===== config.mk =====
export PLATFORM = sky130hd
export DESIGN_NAME = tcc_ctrl
export DESIGN_NICKNAME = d
export VERILOG_FILES = /design/src/hdl/tcc_pkg.sv /design/src/hdl/tcc_ctrl.sv
export SDC_FILE = /design/constraint.sdc
export NUM_CORES = 1
export LEC_CHECK = 0
export BUFFER_PORTS_ARGS = -buffer_cell sky130_fd_sc_hd__buf_2
export CORE_ASPECT_RATIO = 1.4
export CORE_MARGIN = 2
export CORE_UTILIZATION = 30
export DETAILED_ROUTE_END_ITERATION = 10
export GPL_TIMING_DRIVEN = 0
export MAX_ROUTING_LAYER = met4
export SYNTH_ARGS = -nofsm -noshare
export SYNTH_HDL_FRONTEND = slang
export SYNTH_SLANG_ARGS = --single-unit

===== constraint.sdc =====
create_clock -name SYS_CLK -period 10.6 [get_ports SYS_CLK]
set_input_delay 2.12 -clock SYS_CLK [delete_from_list [all_inputs] [get_ports SYS_CLK]]
set_output_delay 2.12 -clock SYS_CLK [all_outputs]
set_load 0.03 [all_outputs]

===== src/hdl/tcc_pkg.sv =====
package tcc_pkg;
   // ----------------------------------------------------------------
   // Register offsets (byte addresses)
   // ----------------------------------------------------------------
   localparam logic [7:0] ADDR_LINE_CTL = 8'h00;
   localparam logic [7:0] ADDR_DRP_CTL = 8'h04;
   localparam logic [7:0] ADDR_DRP_TIME = 8'h08;
   localparam logic [7:0] ADDR_DRP_DUTY = 8'h0C;
   localparam logic [7:0] ADDR_MATCH_DB = 8'h10;
   localparam logic [7:0] ADDR_SWAP_CTL = 8'h14;
   localparam logic [7:0] ADDR_SWAP_DB = 8'h18;
   localparam logic [7:0] ADDR_SWAP_TXLEN = 8'h1C;
   localparam logic [7:0] ADDR_CC_SMPL = 8'h20;
   localparam logic [7:0] ADDR_STATUS = 8'h24;
   localparam logic [7:0] ADDR_CA_CTL = 8'h28;
   localparam logic [7:0] ADDR_VCONN_OC = 8'h2C;

   // ----------------------------------------------------------------
   // Field positions
   // ----------------------------------------------------------------
   // line_control_register
   localparam int LC_RP_LO = 0;          // advertisement_level_field [1:0]
   localparam int LC_ROLE = 2;           // 0 sink, 1 source
   localparam int LC_PD1_TRIM = 3;
   localparam int LC_PD2_TRIM = 4;
   localparam int LC_DB_PD = 5;          // dead_battery_pulldown_enable
   localparam int LC_VCONN1 = 6;
   localparam int LC_VCONN2 = 7;
   localparam int LC_AUTO_BD = 8;
   localparam int LC_AUTO_DIS = 9;
   localparam logic [31:0] LC_RESET = 32'h0000_0020;
   // drp control
   localparam int DC_EN = 0;
   localparam int DC_RAND = 1;
   localparam int DC_SRC_FIRST = 2;
   // swap control
   localparam int SC_DET_EN = 0;
   localparam int SC_REQ = 1;
   localparam int SC_LINE = 2;
   localparam int SC_PIN_EN = 3;
   localparam int SC_PIN_LO = 4;         // swap_request_pin_select [7:4]
   localparam int SC_THR_LO = 8;         // swap threshold select [10:8]
   // status
   localparam int ST_ATTACH = 0;
   localparam int ST_SWAP_RCV = 1;
   localparam int ST_VCONN_OC = 2;
   localparam int ST_SWAP_TX = 3;
   // collision avoidance control
   localparam int CA_EN = 0;
   localparam int CA_LINE = 1;
   localparam int CA_THR_LO = 2;         // [4:2]

   // ----------------------------------------------------------------
   // Advertisement encodings and thresholds
   // ----------------------------------------------------------------
   localparam logic [1:0] RP_OFF = 2'h0;
   localparam logic [1:0] RP_DEF = 2'h1;
   localparam logic [1:0] RP_1A5 = 2'h2;
   localparam logic [1:0] RP_3A0 = 2'h3;
   localparam logic [2:0] THR_TX_NG = 3'h2;
   localparam logic [2:0] THR_TX_OK = 3'h4;

   // ----------------------------------------------------------------
   // Timing (slow clock 20 kHz derived from 20 MHz)
   // ----------------------------------------------------------------
   localparam int SYS_HZ = 20000000;
   localparam int SLOW_HZ = 20000;
   localparam int SLOW_DIV = SYS_HZ / SLOW_HZ;
   localparam int LFSR_STEP_US = 100;
   localparam int LFSR_STEP_TICKS = LFSR_STEP_US * SLOW_HZ / 1000000;
   localparam int DRP_MIN_MS = 50;
   localparam int DRP_MAX_MS = 100;
   localparam logic [11:0] DRP_MIN_TICKS = 12'(DRP_MIN_MS * SLOW_HZ / 1000);
   localparam logic [11:0] DRP_MAX_TICKS = 12'(DRP_MAX_MS * SLOW_HZ / 1000);
   localparam logic [11:0] LFSR_SEED = 12'h0ACE;

   typedef enum logic [1:0] {
      FRS_ROTATE = 2'b00,
      FRS_PARK = 2'b01
   } tcc_frs_t;
endpackage : tcc_pkg


===== src/hdl/tcc_ctrl.sv =====
// Our own choices: the address map and register access over APB.
`timescale 1ns/1ps
`default_nettype none
// Overview of operation
// Steer Rp current off during config sampling
// Sink role: Rd both lines, VBUS attach
// Toggle alternates Rp and Rd per period/duty
// Period fixed or random; selectable first phase
// Debounced match reports attach, stops toggle
// Firmware re-debounces then re-enables toggle
// LFSR on slow clock steps every 100us
// Clamp toggle period to 50-100 ms
// Source Rp 3A sink may send, 1.5A not
// Collision mode samples one threshold, one line
// Swap detect rotates three thresholds, high bandwidth
// Swap match parks and samples at 12 MHz; code samples on every 20 MHz system cycle
// Parked debounce sets swap status then resumes
// Pin override: swap, VBUS, or both ANDed
// Partner circuitry supplies VBUS within deadline
// Source swap request pulls line low timed
// Request bit self clears; pin selectable
// Swap signalling overrides PD MAC transmit
// Swap line latched until transmission ends
// Dead-battery pulldown defaults on, swapped by software
// Separate VCONN FET bits, never both
// Qualified overcurrent disables FET; optional auto disable
// Rp field: off, default, 1.5A, 3A
module tcc_ctrl (
   input wire logic SYS_CLK,
   input wire logic RSTN,
   input wire logic PSEL,
   input wire logic PENABLE,
   input wire logic PWRITE,
   input wire logic [7:0] PADDR,
   input wire logic [31:0] PWDATA,
   output logic [31:0] PRDATA,
   output logic PREADY,
   output logic PSLVERR,
   input wire logic CFG_SAMPLING,
   input wire logic VBUS_PRESENT,
   input wire logic VBUS_SAFE0V,
   input wire logic VBUS_THR_MATCH,
   input wire logic CC_CMP_OUT,
   input wire logic VCONN_OC,
   input wire logic BACKDRIVE_ERR,
   input wire logic DISCHARGE_ERR,
   input wire logic [15:0] GPIO_IN,
   input wire logic [1:0] OVR_SEL,
   input wire logic PD_TX_EN_IN,
   output logic PD_TX_EN,
   output logic [1:0] RP_CC1,
   output logic [1:0] RP_CC2,
   output logic RD_TRIM_CC1,
   output logic RD_TRIM_CC2,
   output logic RD_DB_EN,
   output logic SWAP_PD_CC1,
   output logic SWAP_PD_CC2,
   output logic VCONN1_EN,
   output logic VCONN2_EN,
   output logic [2:0] CMP_THR,
   output logic CMP_LINE,
   output logic CMP_HIBW,
   output logic PIN_OVR,
   output logic IRQ_N
);
   import tcc_pkg::*;

   // ----------------------------------------------------------------
   // Input synchronisers
   // ----------------------------------------------------------------
   localparam int NS = 8;
   logic [NS-1:0] s1_r, s2_r;
   logic [15:0] g1_r, g2_r;
   // Each pin is synchronised alone; no gate sits ahead of the first flop
   wire [NS-1:0] raw = {CFG_SAMPLING, VBUS_PRESENT, VBUS_SAFE0V, VBUS_THR_MATCH,
                        CC_CMP_OUT, VCONN_OC, BACKDRIVE_ERR, DISCHARGE_ERR};
   always_ff @(posedge SYS_CLK) begin
      if (!RSTN) begin
         s1_r <= '0;
         s2_r <= '0;
         g1_r <= '0;
         g2_r <= '0;
      end else begin
         s1_r <= raw;
         s2_r <= s1_r;
         g1_r <= GPIO_IN;
         g2_r <= g1_r;
      end
   end
   wire cfg_smp = s2_r[7];
   wire vbus_on = s2_r[6];
   wire vbus_0v = s2_r[5];
   wire vbus_thr = s2_r[4];
   wire cmp = s2_r[3];
   wire oc = s2_r[2];
   wire bd = s2_r[1];
   wire dis = s2_r[0];

   // ----------------------------------------------------------------
   // Registers
   // ----------------------------------------------------------------
   logic [31:0] lc_r, dc_r, swc_r, ca_r, st_r;
   logic [11:0] drp_time_r, match_db_r, swap_db_r, swap_len_r, oc_q_r;
   logic [7:0] duty_r, smpl_r;
   wire wr = PSEL & PENABLE & PWRITE;
   wire rd_setup = PSEL & ~PENABLE & ~PWRITE;
   wire hit_lc = PADDR == ADDR_LINE_CTL;
   wire hit_dc = PADDR == ADDR_DRP_CTL;
   wire hit_dt = PADDR == ADDR_DRP_TIME;
   wire hit_du = PADDR == ADDR_DRP_DUTY;
   wire hit_md = PADDR == ADDR_MATCH_DB;
   wire hit_sc = PADDR == ADDR_SWAP_CTL;
   wire hit_sd = PADDR == ADDR_SWAP_DB;
   wire hit_sl = PADDR == ADDR_SWAP_TXLEN;
   wire hit_cs = PADDR == ADDR_CC_SMPL;
   wire hit_st = PADDR == ADDR_STATUS;
   wire hit_ca = PADDR == ADDR_CA_CTL;
   wire hit_oc = PADDR == ADDR_VCONN_OC;
   wire mapped = hit_lc | hit_dc | hit_dt | hit_du | hit_md | hit_sc | hit_sd | hit_sl |
                 hit_cs | hit_st | hit_ca | hit_oc;
   assign PREADY = 1'b1;
   assign PSLVERR = PSEL & PENABLE & ~mapped;

   logic [31:0] rdata;
   always_comb begin
      if (hit_lc) rdata = lc_r;
      else if (hit_dc) rdata = dc_r;
      else if (hit_dt) rdata = {20'h0_0000, drp_time_r};
      else if (hit_du) rdata = {24'h00_0000, duty_r};
      else if (hit_md) rdata = {20'h0_0000, match_db_r};
      else if (hit_sc) rdata = swc_r;
      else if (hit_sd) rdata = {20'h0_0000, swap_db_r};
      else if (hit_sl) rdata = {20'h0_0000, swap_len_r};
      else if (hit_cs) rdata = {24'h00_0000, smpl_r};
      else if (hit_st) rdata = st_r;
      else if (hit_ca) rdata = ca_r;
      else if (hit_oc) rdata = {20'h0_0000, oc_q_r};
      else rdata = 32'h0000_0000;
   end
   // Read data is loaded in the setup cycle so it stands through access
   always_ff @(posedge SYS_CLK) begin
      if (!RSTN) PRDATA <= 32'h0000_0000;
      else if (rd_setup) PRDATA <= rdata;
   end

   // ----------------------------------------------------------------
   // Slow tick divider
   // ----------------------------------------------------------------
   logic [15:0] div_r;
   wire slow = div_r == 16'(SLOW_DIV - 1);
   always_ff @(posedge SYS_CLK) begin
      if (!RSTN || slow) div_r <= '0;
      else div_r <= div_r + 16'h0001;
   end

   // ----------------------------------------------------------------
   // Random period and clamp
   // ----------------------------------------------------------------
   function automatic logic [11:0] clamp(input logic [11:0] v);
      if (v < DRP_MIN_TICKS) clamp = DRP_MIN_TICKS;
      else if (v > DRP_MAX_TICKS) clamp = DRP_MAX_TICKS;
      else clamp = v;
   endfunction : clamp

   logic [11:0] lfsr_r;
   logic [3:0] lstep_r;
   wire drp_en = dc_r[DC_EN];
   wire lstep = slow && lstep_r == 4'(LFSR_STEP_TICKS - 1);
   always_ff @(posedge SYS_CLK) begin
      if (!RSTN) begin
         lfsr_r <= LFSR_SEED;
         lstep_r <= '0;
      end else if (slow && drp_en && dc_r[DC_RAND]) begin
         lstep_r <= lstep ? 4'h0 : lstep_r + 4'h1;
         if (lstep) lfsr_r <= {lfsr_r[10:0], lfsr_r[11] ^ lfsr_r[5] ^ lfsr_r[3] ^ lfsr_r[0]};
      end
   end
   // Random value mapped into the legal window
   wire [11:0] rand_p = DRP_MIN_TICKS + {3'b000, lfsr_r[8:0]};
   wire [11:0] period = clamp(dc_r[DC_RAND] ? rand_p : drp_time_r);
   wire [19:0] src_prod = period * duty_r;
   wire [11:0] src_len = src_prod[19:8];

   // ----------------------------------------------------------------
   // Toggle and attach debounce
   // ----------------------------------------------------------------
   logic [11:0] ph_r, mdb_r;
   wire first_src = dc_r[DC_SRC_FIRST];
   // Source phase is the first src_len ticks when source starts first
   wire in_first = ph_r < src_len;
   wire drp_src = first_src ? in_first : ~(ph_r < (period - src_len));
   wire as_src = drp_en ? drp_src : lc_r[LC_ROLE];
   wire match_ok = as_src ? (cmp & vbus_0v) : vbus_on;
   wire attach = drp_en && slow && match_ok && mdb_r >= match_db_r;
   always_ff @(posedge SYS_CLK) begin
      if (!RSTN || !drp_en) begin
         ph_r <= '0;
         mdb_r <= '0;
      end else if (slow) begin
         ph_r <= (ph_r >= period - 12'h001) ? 12'h000 : ph_r + 12'h001;
         mdb_r <= match_ok ? mdb_r + 12'h001 : 12'h000;
      end
   end

   // ----------------------------------------------------------------
   // Swap detection as sink
   // ----------------------------------------------------------------
   tcc_frs_t frs_r;
   logic [1:0] rot_r;
   logic [7:0] sdiv_r;
   logic [11:0] sdb_r;
   wire det_en = swc_r[SC_DET_EN];
   wire [2:0] swap_thr = swc_r[SC_THR_LO +: 3];
   wire smpl_tick = sdiv_r >= smpl_r;
   wire park = frs_r == FRS_PARK;
   wire swap_ok = park && cmp && sdb_r >= swap_db_r;
   wire swap_fail = park && !cmp;
   always_ff @(posedge SYS_CLK) begin
      if (!RSTN || !det_en) begin
         frs_r <= FRS_ROTATE;
         rot_r <= '0;
         sdiv_r <= '0;
         sdb_r <= '0;
      end else begin
         case (frs_r)
            FRS_ROTATE: begin
               sdiv_r <= smpl_tick ? 8'h00 : sdiv_r + 8'h01;
               sdb_r <= '0;
               if (smpl_tick) begin
                  if (rot_r == 2'd2 && cmp) frs_r <= FRS_PARK;
                  else rot_r <= (rot_r == 2'd2) ? 2'd0 : rot_r + 2'd1;
               end
            end
            FRS_PARK: begin
               // Every system cycle is a fast sample here
               sdb_r <= sdb_r + 12'h001;
               if (swap_ok || swap_fail) begin
                  frs_r <= FRS_ROTATE;
                  rot_r <= '0;
               end
            end
            default: frs_r <= FRS_ROTATE;
         endcase
      end
   end
   wire [2:0] rot_thr = (rot_r == 2'd0) ? THR_TX_OK : (rot_r == 2'd1) ? THR_TX_NG : swap_thr;
   wire ca_en = ca_r[CA_EN];
   assign CMP_THR = det_en ? (park ? swap_thr : rot_thr) :
                    ca_en ? ca_r[CA_THR_LO +: 3] : THR_TX_OK;
   assign CMP_LINE = ca_en ? ca_r[CA_LINE] : 1'b0;
   assign CMP_HIBW = det_en;
   wire swap_seen = park & cmp;
   wire ovr_swap = OVR_SEL == 2'd0;
   wire ovr_vbus = OVR_SEL == 2'd1;
   assign PIN_OVR = ovr_swap ? swap_seen :
                    ovr_vbus ? vbus_thr : (vbus_thr & swap_seen);

   // ----------------------------------------------------------------
   // Swap request as source
   // ----------------------------------------------------------------
   logic tx_act_r, tx_line_r, pin_d_r;
   logic [11:0] tx_cnt_r;
   wire pin_lvl = g2_r[swc_r[SC_PIN_LO +: 4]];
   wire pin_rise = swc_r[SC_PIN_EN] & pin_lvl & ~pin_d_r;
   // Request bit stays set until the pulldown has been sent
   wire tx_start = !tx_act_r && (swc_r[SC_REQ] || pin_rise);
   wire tx_done = tx_act_r && slow && tx_cnt_r >= swap_len_r;
   always_ff @(posedge SYS_CLK) begin
      if (!RSTN) begin
         tx_act_r <= 1'b0;
         tx_line_r <= 1'b0;
         tx_cnt_r <= '0;
         pin_d_r <= 1'b0;
      end else begin
         pin_d_r <= pin_lvl;
         if (tx_start) begin
            tx_act_r <= 1'b1;
            tx_line_r <= swc_r[SC_LINE];
            tx_cnt_r <= '0;
         end else if (tx_done) tx_act_r <= 1'b0;
         else if (tx_act_r && slow) tx_cnt_r <= tx_cnt_r + 12'h001;
      end
   end
   assign SWAP_PD_CC1 = tx_act_r & ~tx_line_r;
   assign SWAP_PD_CC2 = tx_act_r & tx_line_r;
   assign PD_TX_EN = PD_TX_EN_IN & ~tx_act_r;

   // ----------------------------------------------------------------
   // VCONN overcurrent qualification
   // ----------------------------------------------------------------
   logic [11:0] occ_r;
   wire oc_hit = slow && oc && occ_r >= oc_q_r;
   always_ff @(posedge SYS_CLK) begin
      if (!RSTN || !oc) occ_r <= '0;
      else if (slow && occ_r != 12'hFFF) occ_r <= occ_r + 12'h001;
   end
   wire bd_off = bd & lc_r[LC_AUTO_BD];
   wire dis_off = dis & lc_r[LC_AUTO_DIS];
   wire auto_off = oc_hit | bd_off | dis_off;

   // ----------------------------------------------------------------
   // Register writes and status
   // ----------------------------------------------------------------
   wire [3:0] ev = {tx_done, oc_hit, swap_ok, attach};
   wire wr_lc = wr & hit_lc;
   wire wr_dc = wr & hit_dc;
   wire wr_dt = wr & hit_dt;
   wire wr_du = wr & hit_du;
   wire wr_md = wr & hit_md;
   wire wr_sc = wr & hit_sc;
   wire wr_sd = wr & hit_sd;
   wire wr_sl = wr & hit_sl;
   wire wr_cs = wr & hit_cs;
   wire wr_ca = wr & hit_ca;
   wire wr_oc = wr & hit_oc;
   // Write one to clear; a new event in the same cycle wins
   wire [3:0] st_clr = (wr & hit_st) ? PWDATA[3:0] : 4'h0;
   always_ff @(posedge SYS_CLK) begin
      if (!RSTN) begin
         lc_r <= LC_RESET;
         dc_r <= '0;
         swc_r <= '0;
         ca_r <= '0;
         st_r <= '0;
         drp_time_r <= DRP_MIN_TICKS;
         duty_r <= 8'h80;
         match_db_r <= 12'h004;
         swap_db_r <= 12'h010;
         swap_len_r <= 12'h002;
         smpl_r <= 8'h14;
         oc_q_r <= 12'h004;
      end else begin
         if (wr_lc) lc_r <= PWDATA & 32'h0000_03FF;
         else if (auto_off) begin
            lc_r[LC_VCONN1] <= 1'b0;
            lc_r[LC_VCONN2] <= 1'b0;
         end
         if (attach) dc_r[DC_EN] <= 1'b0;
         else if (wr_dc) dc_r <= PWDATA & 32'h0000_0007;
         if (wr_sc) swc_r <= PWDATA & 32'h0000_07FF;
         else if (tx_done) swc_r[SC_REQ] <= 1'b0;
         if (wr_ca) ca_r <= PWDATA & 32'h0000_001F;
         if (wr_dt) drp_time_r <= PWDATA[11:0];
         if (wr_du) duty_r <= PWDATA[7:0];
         if (wr_md) match_db_r <= PWDATA[11:0];
         if (wr_sd) swap_db_r <= PWDATA[11:0];
         if (wr_sl) swap_len_r <= PWDATA[11:0];
         if (wr_cs) smpl_r <= PWDATA[7:0];
         if (wr_oc) oc_q_r <= PWDATA[11:0];
         st_r[3:0] <= (st_r[3:0] & ~st_clr) | ev;
      end
   end

   // ----------------------------------------------------------------
   // Terminations
   // ----------------------------------------------------------------
   wire [1:0] rp_lvl = (as_src && !cfg_smp) ? lc_r[LC_RP_LO +: 2] : RP_OFF;
   wire sink_term = ~as_src;
   assign RP_CC1 = rp_lvl;
   assign RP_CC2 = rp_lvl;
   assign RD_TRIM_CC1 = sink_term & lc_r[LC_PD1_TRIM];
   assign RD_TRIM_CC2 = sink_term & lc_r[LC_PD2_TRIM];
   assign RD_DB_EN = lc_r[LC_DB_PD];
   assign VCONN1_EN = lc_r[LC_VCONN1] & ~lc_r[LC_VCONN2];
   assign VCONN2_EN = lc_r[LC_VCONN2] & ~lc_r[LC_VCONN1];
   assign IRQ_N = ~(|st_r[3:0]);
endmodule : tcc_ctrl
`default_nettype wire


==> out/results.ini, run 1 <==
[run_status]
status = finished, violations left
failed_checks = negative setup slack

[worst_setup_path]
cpMaxStageDelayCell = fa_1
slowest_delay_ps = 540
critical_path_class = reg2out
critPathMaxFanout = 6
endpoint_kind = output pin
cp-start-kind = register
regToRegSetupSlack_ps = 610
r2r_cells = 45
worstPathArrival_ps = 9600
worstPathRequired_ps = 8480
crit_path_frequent_cell = buf_4
r2r-end = mdb_r[4]$_SDFFE_PP0N_
rr_startpoint = lfsr_r[5]$_SDFFE_PN0P_

[sta]
fin_skew_ps = 34.5
period_needed_ps = 11720
hold_ws_ps = 431
setup_viol = 6
report.final.slew_viol_count = 0
setup_tns_ps = -6550
hold_violations = 0
worst_slack_ps = -1120
rsz0062_at_grt = true
worst_pin_slew_ps = 1330
slew_headroom = 0.0995
period_share = 1.11
max_clock_freq_mhz = 85.3

[yosys]
synthSimpleGateAreaFrac = 0.225
synthXorXnorAreaFrac = 0.0521
synthTopCellsByArea = dfxtp_1, ha_1, nand2_1
synth-compound-area-share = 0.156
synth.most_common_cell = nand2_1
yosysTopAreaCell = dfxtp_1
netlist_area_mm2 = 0.0177
yosys.cell_types.count = 76
synth-edff-count = 0
yosysWarnings = 0
synthMuxAreaShare = 0.0214
synth_fa_ha_area_frac = 0.172
synth_ff_type = dfxtp_1
synth_seq_cells = 275
synth_commonest_cells = nand2_1, dfxtp_1, inv_1
synth_top_cell_area_share = 0.312
avgSynthCellArea_um2 = 8.41
postSynth.asyncResetShare = 0
synth_cells = 2099
yosysSeqAreaShare = 0.312
synth_top_family_by_area = simple AND/OR/NAND/NOR gates

[cells_and_area]
final_net_count = 2572
final_area_mm2 = 0.0210
fin_cells = 3061
drive_above_1_share = 0.135
area_growth_pct = 19.1

[floorplan]
io-pin-count = 125
die_w_um = 209
dieArea_mm2 = 0.0608
core-area_mm2 = 0.0585
fp-row-count = 105
fp.dieH_um = 291
initial_core_util = 0.302

[placement]
port_buffers = 77
dpl.cell_count = 2955
place_area_mm2 = 0.0193
gp_congestion = 0.939
dp_hpwl_mm = 45.0

[route]
wl_mm = 58.5
dr.pass1.iters = 5
post_drt_wl_per_cell_um = 19.1
drtAntennaViolNets = 0
drcViolationCount = 0
dr_total_vias = 15647
vias_per_cell = 5.11
drtIter0Drc = 920

[global_route]
overflow = 0
grt_max_degree = 16
grt_pass1_wl_mm = 90.3
grt.total_usage = 0.196
antenna_found_initial = 2
grt_pass1_vias = 16057

[clock_tree]
path_clk_slew_ps = 70
holdBufCountCts = 0
clock_latency_ps = 580
cts_root_buf = clkbuf_16
cts_buffer_depth = 3
cts_max_level = 1
cts_made_buffers = 25
cts_tree = built
clock_sinks = 275

[pwr]
seqPwrFrac = 0.487
leakagePower_nw = 8.71
switching_share = 0.254
p_per_area_mw_per_mm2 = 103
switching_power_mw = 0.547
pwr-share-clk = 0.414
p_total_mw = 2.16
vdd_drop_max_uv = 122
p_int_mw = 1.61
combPwrFrac = 0.098

[hold_path]
hold_depth = 1
holdPathEnd = s2_r[7]$_SDFF_PN0_
hold_start = s1_r[7]$_SDFF_PN0_
hold_path.class = reg2reg

[run]
drv_cap = 0

==> power groups by stage <==
stage          Clock (mW)  Sequential (mW)  Combinational [mW]
2_1_floorplan           0             1.08               0.128
3_3_place_gp            0             1.07               0.188
3_5_place_dp            0             1.07               0.191
4_1_cts             0.910             1.05               0.208
5_1_grt             0.945             1.05               0.231
6_report            0.893             1.05               0.212
==> worst max path at each step <==
stage	startpoint	to	slack [ps]	cells after the start
global route	lfsr_r[5]$_SDFFE_PN0P_	RP_CC2[1]	-1490	46
finish	lfsr_r[5]$_SDFFE_PN0P_	RP_CC2[1]	-1120	44
detailed placement	lfsr_r[4]$_SDFFE_PN0P_	RP_CC2[1]	-1540	39
CTS	lfsr_r[3]$_SDFFE_PN1P_	RP_CC2[1]	-1140	45
floorplan	dc_r[1]$_SDFFE_PN0P_	RP_CC2[0]	1	36
global placement	dc_r[1]$_SDFFE_PN0P_	RP_CC2[1]	-1510	39
==> registers in the layout (all words and copies together), names as in the netlist, 10 cells and up <==
register	count
div_r	16
g1_r	16
g2_r	16
PRDATA	12
drp_time_r	12
lfsr_r	12
match_db_r	12
mdb_r	12
oc_q_r	12
occ_r	12
ph_r	12
sdb_r	12
swap_db_r	12
swap_len_r	12
tx_cnt_r	12
swc_r	11
lc_r	10
==> through the flow <==
step,setup WS (ps),util
after global placement,-1510,0.329
after detailed placement,-1540,0.329
after floorplan,1.15,-
after global routing,-1490,0.360
after CTS,-1140,0.356
final,-1120,0.360
==> placed cells by master (no fill, tap or decap), drive strengths merged, types with 4 or more instances in the layout <==
| master | netlist | layout |
|---|---|---|
| nor3 | 28 | 28 |
| o211ai | 16 | 16 |
| dfxtp | 275 | 275 |
| a221oi | 14 | 14 |
| conb | 2 | 30 |
| buf | 30 | 174 |
| nand2 | 322 | 322 |
| a222oi | 4 | 4 |
| a21boi | 92 | 92 |
| a22oi | 8 | 8 |
| nor2 | 141 | 141 |
| clkbuf | 87 | 120 |
| nand2b | 21 | 21 |
| nand3b | 6 | 6 |
| and2 | 107 | 107 |
| clkinv | 0 | 5 |
| and3 | 28 | 28 |
| mux4 | 5 | 5 |
| fa | 60 | 60 |
| a211oi | 7 | 7 |
| a31oi | 9 | 9 |
| ha | 145 | 145 |
| or2 | 8 | 8 |
| nand4 | 26 | 26 |
| o21a | 12 | 12 |
| nor3b | 4 | 4 |
| nand3 | 65 | 65 |
| or3 | 13 | 13 |
| mux2i | 25 | 25 |
| o21ai | 53 | 53 |
| xor2 | 50 | 50 |
| a21oi | 58 | 58 |
| inv | 148 | 149 |
| a2111oi | 11 | 11 |
| a21o | 57 | 57 |
| xnor2 | 55 | 55 |
| nor2b | 41 | 41 |
| o22ai | 11 | 11 |
==> worst max-delay path: cells and delay by family, from the launching register on <==
family | cells | cell delay, ps
compound gates | 13 | 2990
fa+ha+maj | 7 | 2890
buf+inv | 12 | 1440
simple gates | 10 | 950
xor+xnor | 2 | 390
flops | 1 | 320
==> what timing repair did <==
action,4_1_cts,5_1_grt
setup endpoints to repair,21,6
pin swaps,75,35
setup buffers,50,12
resized for setup,87,29
cloned,0,0
==> kinds of logic (layout without fill, tap and decap cells) <==
logic type	count (synthesis)	after routing
AND/OR/NAND/NOR	828	828
adder cells (fa/ha/maj)	207	207
multiplexers	31	31
other	2	31
XOR/XNOR	105	105
buffers and inverters	265	449
AO/OA/AOI/OAI	386	386
flip-flops	275	275
==> metal layers <==
layer  share of wire  global-route usage  vias up  wire length (um)
met4           0.071               0.124        0              4130
met3           0.050              0.0176      180              2930
met1            0.38               0.210     7518             22000
met2            0.50               0.348      506             29400
li1                -                   -     7443                 -
met5               0                   -        -                 0
==> area by class of cell <==
class | count | area (um2)
Clock buffer | 36 | 727
Multi-Input combinational cell | 1587 | 11700
Tap cell | 749 | 937
Fill cell | 6027 | 37400
Inverter | 148 | 556
Sequential cell | 275 | 5510
Clock inverter | 7 | 52.6
Timing Repair Buffer | 141 | 926
Buffer | 117 | 623
Antenna cell | 1 | 2.50
No activity file was read; power rests on OpenSTA's default activity.
==> run 2, diff against run 1 <==
--- a/config.mk
+++ b/config.mk
@@ -12,6 +12,7 @@
 export DETAILED_ROUTE_END_ITERATION = 10
 export GPL_TIMING_DRIVEN = 0
 export MAX_ROUTING_LAYER = met4
+export SKIP_CTS_REPAIR_TIMING = 1
 export SYNTH_ARGS = -nofsm -noshare
 export SYNTH_HDL_FRONTEND = slang
 export SYNTH_SLANG_ARGS = --single-unit
==> out/results.ini, run 2 (synthesis results as in run 1) <==
[sta]
setup_viol = 6  ; unchanged
slew_headroom = 0.137  ; +0.0377
setup_tns_ps = -6840  ; -293 ps
rsz0062_at_grt = true
max_clock_freq_mhz = 84.9  ; -0.46%
worst_slack_ps = -1180  ; -53.6 ps
worst_pin_slew_ps = 1280  ; -55.8 ps
period_needed_ps = 11780  ; +53.6 ps
fin_skew_ps = 35.2  ; +0.629 ps
period_share = 1.11  ; +0.00506
hold_violations = 0  ; unchanged
report.final.slew_viol_count = 0  ; unchanged

[worst_setup_path]
cp-startpoint = lfsr_r[1]$_SDFFE_PN1P_
regToRegSetupSlack_ps = 570  ; -40 ps
critPathMaxFanout = 5  ; -1
rr_startpoint = lfsr_r[1]$_SDFFE_PN1P_
worstPathRequired_ps = 8480  ; about the same
crit_path_end = RP_CC2[0]
endpoint_kind = output pin
r2r-end = mdb_r[4]$_SDFFE_PP0N_
critical_path_class = reg2out
crit_path_frequent_cell = fa_1
cp-start-kind = register
cpMaxStageDelayCell = or4b_4
slowest_delay_ps = 550  ; about the same
worstPathArrival_ps = 9660  ; +60 ps
r2r_cells = 39  ; -13%

[floorplan]
core-area_mm2 = 0.0585  ; unchanged
initial_core_util = 0.302  ; unchanged
fp-row-count = 105  ; unchanged
dieArea_mm2 = 0.0608  ; unchanged
die_w_um = 209  ; unchanged
io-pin-count = 125  ; unchanged
fp.dieH_um = 291  ; unchanged

[cells_and_area]
area_growth_pct = 18.5
reg_top3 = div_r: 16 flops, g1_r: 16 flops, g2_r: 16 flops
final_area_mm2 = 0.0209  ; -0.51%
final_net_count = 2568  ; -0.16%
drive_above_1_share = 0.132  ; -0.00280
fin_cells = 3057  ; -0.13%
final_common_cell = nand2_1
final_cell_mix = nand2_1, dfxtp_1, inv_1

[route]
post_drt_wl_per_cell_um = 18.9  ; -1.0%
dr.pass1.iters = 5  ; unchanged
drtAntennaViolNets = 0  ; unchanged
drtIter0Drc = 881  ; -4.2%
wl_mm = 57.8  ; -1.1%
vias_per_cell = 5.10  ; -0.16%
drcViolationCount = 0  ; unchanged
dr_total_vias = 15602  ; -0.29%

[global_route]
grt.total_usage = 0.192  ; -0.00396
use_met1 = 0.206  ; -0.00331
antenna_found_initial = 2  ; unchanged
grt_pass1_vias = 15693  ; -2.3%
grt_pass1_wl_mm = 88.4  ; -2.1%
overflow = 0  ; unchanged
use_met2 = 0.340  ; -0.00805
use_met3 = 0.0156  ; -0.00194
top_usage_layer = met2
grt_max_degree = 16  ; unchanged

[clock_tree]
cts_root_buf = clkbuf_16
cts_made_buffers = 25  ; unchanged
clock_sinks = 275  ; unchanged
path_clk_slew_ps = 70  ; about the same
cts_max_level = 1  ; unchanged
cts_tree = built
clock_latency_ps = 580  ; about the same
cts_buffer_depth = 3  ; unchanged

[run]
drv_cap = 0  ; unchanged

[placement]
dpl.cell_count = 2955  ; unchanged
gp_congestion = 0.939  ; unchanged
dp_hpwl_mm = 45.0  ; unchanged
place_area_mm2 = 0.0193  ; unchanged
port_buffers = 77  ; unchanged

[pwr]
p_per_area_mw_per_mm2 = 103  ; +0.31%
vdd_drop_max_uv = 122  ; about the same
leakagePower_nw = 8.69  ; -0.18%

[run_status]
status = finished, violations left
failed_checks = negative setup slack

[hold_path]
hold_path.class = reg2reg

## run 2: cell types whose count changed in the layout (fill, tap and decap cells not counted), sizes merged
cell and change:
clkbuf -2, nor2 +1, buf -3
## run 2: power breakdown
part | leakage [nW] | total, mW | switching (mW) | internal (mW)
registers | 2.23 | 1.05 | 0.00597 | 1.04
clock network | 0.387 | 0.891 | 0.414 | 0.478
logic | 6.07 | 0.209 | 0.124 | 0.0854
## run 2: metrics by stage
stage | setup slack, ps | hold slack [ps] | power [mW] | util
after CTS | -2210 | 433 | 2.15 | 0.343
after floorplan | 1.15 | 412 | 1.20 | -
after global placement | -1510 | 414 | 1.26 | 0.329
final | -1180 | 431 | 2.15 | 0.358
after global routing | -1530 | 445 | 2.23 | 0.358
after detailed placement | -1540 | 418 | 1.27 | 0.329
## run 2: area by class of cell
class	instances	area (um2)
well taps	749	937
clock buffers	36	727
diodes	1	2.50
clock inverters	7	52.6
flip-flops and latches	275	5510
plain buffers	117	628
fillers	6033	37500
inverters	148	556
multi-input cells	1588	11600
repair buffers	136	865
## run 2: how the worst min path moves through the flow
stage | endpoint | start | depth (start not counted) | slack [ps]
2_1_floorplan | g2_r[0]$_SDFF_PN0_ | g1_r[0]$_SDFF_PN0_ | 1 | 410
3_3_place_gp | g2_r[15]$_SDFF_PN0_ | g1_r[15]$_SDFF_PN0_ | 1 | 410
3_5_place_dp | g2_r[7]$_SDFF_PN0_ | g1_r[7]$_SDFF_PN0_ | 1 | 420
4_1_cts | g2_r[7]$_SDFF_PN0_ | g1_r[7]$_SDFF_PN0_ | 1 | 430
5_1_grt | g2_r[2]$_SDFF_PN0_ | g1_r[2]$_SDFF_PN0_ | 1 | 450
6_report | g2_r[7]$_SDFF_PN0_ | g1_r[7]$_SDFF_PN0_ | 1 | 430
## run 2: worst max-delay path, delay by kind of cell (launching register included)
family                   cells  cell delay (ps)
flip-flops                   1              380
XOR/XNOR                     2              380
AND/OR/NAND/NOR             12             2370
AO/OA/AOI/OAI                9             2160
adder cells (fa/ha/maj)      7             2780
buffers and inverters        8              990
## run 2: routing by layer
metal	part of all wire	vias to the layer above
li1	-	7440
met1	0.38	7497
met2	0.50	478
met3	0.043	187
met4	0.074	0
met5	0	-
==> run 3, diff against run 2 <==
==> constraint.sdc (replaced) <==
create_clock -name SYS_CLK -period 11.74 [get_ports SYS_CLK]
set_input_delay 2.348 -clock SYS_CLK [delete_from_list [all_inputs] [get_ports SYS_CLK]]
set_output_delay 2.348 -clock SYS_CLK [all_outputs]
set_load 0.03 [all_outputs]
==> out/results.ini, run 3 (synthesis results as in run 1) <==
[run_status]
status = finished, violations left
failed_checks = negative setup slack

[clock_tree]
clock_sinks = 275  ; unchanged
cts_tree = built
cts_max_level = 1  ; unchanged
path_clk_slew_ps = 60  ; about the same
cts_root_buf = clkbuf_16
clock_latency_ps = 590  ; about the same
cts_buffer_depth = 3  ; unchanged
cts_made_buffers = 28  ; +12%

[sta]
setup_viol = 6  ; unchanged
max_clock_freq_mhz = 84.3
setup_tns_ps = -528  ; +6310 ps
fin_skew_ps = 25.9  ; -9.25 ps
period_share = 1.01
rsz0062_at_grt = true
worst_pin_slew_ps = 1240  ; -38.9 ps
worst_slack_ps = -129  ; +1050 ps
hold_violations = 0  ; unchanged
report.final.slew_viol_count = 0  ; unchanged
slew_headroom = 0.164  ; +0.0263
period_needed_ps = 11870
hold_ws_ps = 431  ; +0.224 ps

[cells_and_area]
final_cell_mix = nand2_1, dfxtp_1, inv_1
nFillCells = 5907  ; -2.1%
regArea_mm2 = 0.00552  ; about the same
area_growth_pct = 20.8
fin_cells = 3073  ; +0.52%
final_common_cell = nand2_1
reg_top3 = div_r: 16 flops, g1_r: 16 flops, g2_r: 16 flops
multi_input_area_mm2 = 0.0117  ; +0.97%
drive_above_1_share = 0.146  ; +0.0142
final_net_count = 2578  ; +0.39%

[global_route]
grt_pass1_wl_mm = 87.4  ; -1.2%
grt.total_usage = 0.189  ; -0.00347
antenna_found_initial = 3  ; +1
overflow = 0  ; unchanged
grt_pass1_vias = 15566  ; -0.81%
grt_max_degree = 16  ; unchanged

[route]
dr.pass1.iters = 6  ; +1
post_drt_wl_per_cell_um = 18.8  ; -0.57%
drcViolationCount = 0  ; unchanged
drtAntennaViolNets = 0  ; unchanged
dr_total_vias = 15653  ; +0.33%
wl_mm = 57.8  ; about the same
vias_per_cell = 5.09  ; -0.20%
drtIter0Drc = 967  ; +9.8%

[floorplan]
core-area_mm2 = 0.0585  ; unchanged
dieArea_mm2 = 0.0608  ; unchanged
initial_core_util = 0.302  ; unchanged
io-pin-count = 125  ; unchanged
fp.dieH_um = 291  ; unchanged
die_w_um = 209  ; unchanged
fp-row-count = 105  ; unchanged

[placement]
gp_congestion = 0.947  ; +0.86%
pre_cts_ws_ps = -1420  ; +121 ps
dpl.cell_count = 2955  ; unchanged
port_buffers = 77  ; unchanged
dp_hpwl_mm = 44.3  ; -1.6%

[pwr]
p_int_mw = 1.58  ; -2.0%
p_per_area_mw_per_mm2 = 99.0  ; -3.8%
leakagePower_nw = 8.84  ; +1.8%
switching_share = 0.254  ; +0.00124
pwr-share-clk = 0.454  ; +0.040
vdd_drop_max_uv = 122  ; -0.17%
combPwrFrac = 0.097  ; about the same
seqPwrFrac = 0.449  ; -0.039
switching_power_mw = 0.536  ; -1.4%
p_total_mw = 2.11  ; -1.9%

[worst_setup_path]
critical_path_class = reg2out
endpoint_kind = output pin
slowest_delay_ps = 530  ; -20 ps
cp-start-kind = register
cpMaxStageDelayCell = fa_1
critPathMaxFanout = 8  ; +3
worstPathArrival_ps = 9520  ; -140 ps
crit_path_frequent_cell = buf_6
worstPathRequired_ps = 9390  ; +910 ps

[run]
drv_cap = 0  ; unchanged

[hold_path]
hold_path.class = reg2reg

-- run 3: changes by cell type in the layout (fill, tap and decap cells not counted), sizes merged --
cell / previous run / this run
diode: 1 / 2
nor2: 142 / 141
clkinvlp: 1 / 2
buf: 171 / 182
inv: 149 / 148
clkbuf: 118 / 112
clkinv: 5 / 12
bufinv: 0 / 4
-- run 3: per-stage QoR --
step           utilization  cell area, um2
2_1_floorplan            -           17800
3_3_place_gp         0.326           19100
3_5_place_dp         0.327           19100
4_1_cts              0.344           20100
5_1_grt              0.365           21300
6_report             0.365           21300
-- run 3: final timing paths --
check	start	endpoint	slack, ps	cells past startpoint
worst min register to register	g1_r[1]$_SDFF_PN0_	g2_r[1]$_SDFF_PN0_	430	1
worst max register to register	dc_r[1]$_SDFFE_PN0P_	mdb_r[3]$_SDFFE_PP0N_	1670	40
worst min-delay path	g1_r[1]$_SDFF_PN0_	g2_r[1]$_SDFF_PN0_	430	1
worst max-delay path	dc_r[1]$_SDFFE_PN0P_	RP_CC2[1]	-130	37
-- run 3: layout make-up --
| class | count | share of cell area |
|---|---|---|
| diodes | 2 | 0.000235 |
| plain buffers | 116 | 0.0290 |
| clock buffers | 33 | 0.0351 |
| clock inverters | 18 | 0.0107 |
| inverters | 148 | 0.0262 |
| multi-input cells | 1587 | 0.551 |
| flip-flops and latches | 275 | 0.259 |
| well taps | 749 | 0.0439 |
| repair buffers | 145 | 0.0456 |
-- run 3: critical path: cells and delay by family (launching register included) --
family / cells / cell delay [ps]
AO/OA/AOI/OAI: 11 / 2320
XOR/XNOR: 2 / 450
adder cells (fa/ha/maj): 7 / 2830
buffers and inverters: 8 / 970
flip-flops: 1 / 360
multiplexers: 1 / 280
AND/OR/NAND/NOR: 8 / 1720
-- run 3: routing by layer --
layer	GRT usage	up-vias	wire, um
met5	-	-	0
met4	0.0876	0	3040
met3	0.0169	148	2240
met2	0.351	460	30200
met1	0.200	7577	22200
li1	-	7468	-
-- run 3: power groups by stage --
stage | registers (mW) | clock network [mW] | logic [mW]
2_1_floorplan | 0.971 | 0 | 0.112
3_3_place_gp | 0.970 | 0 | 0.171
3_5_place_dp | 0.970 | 0 | 0.173
4_1_cts | 0.949 | 0.970 | 0.175
5_1_grt | 0.949 | 1.00 | 0.220
6_report | 0.948 | 0.959 | 0.204
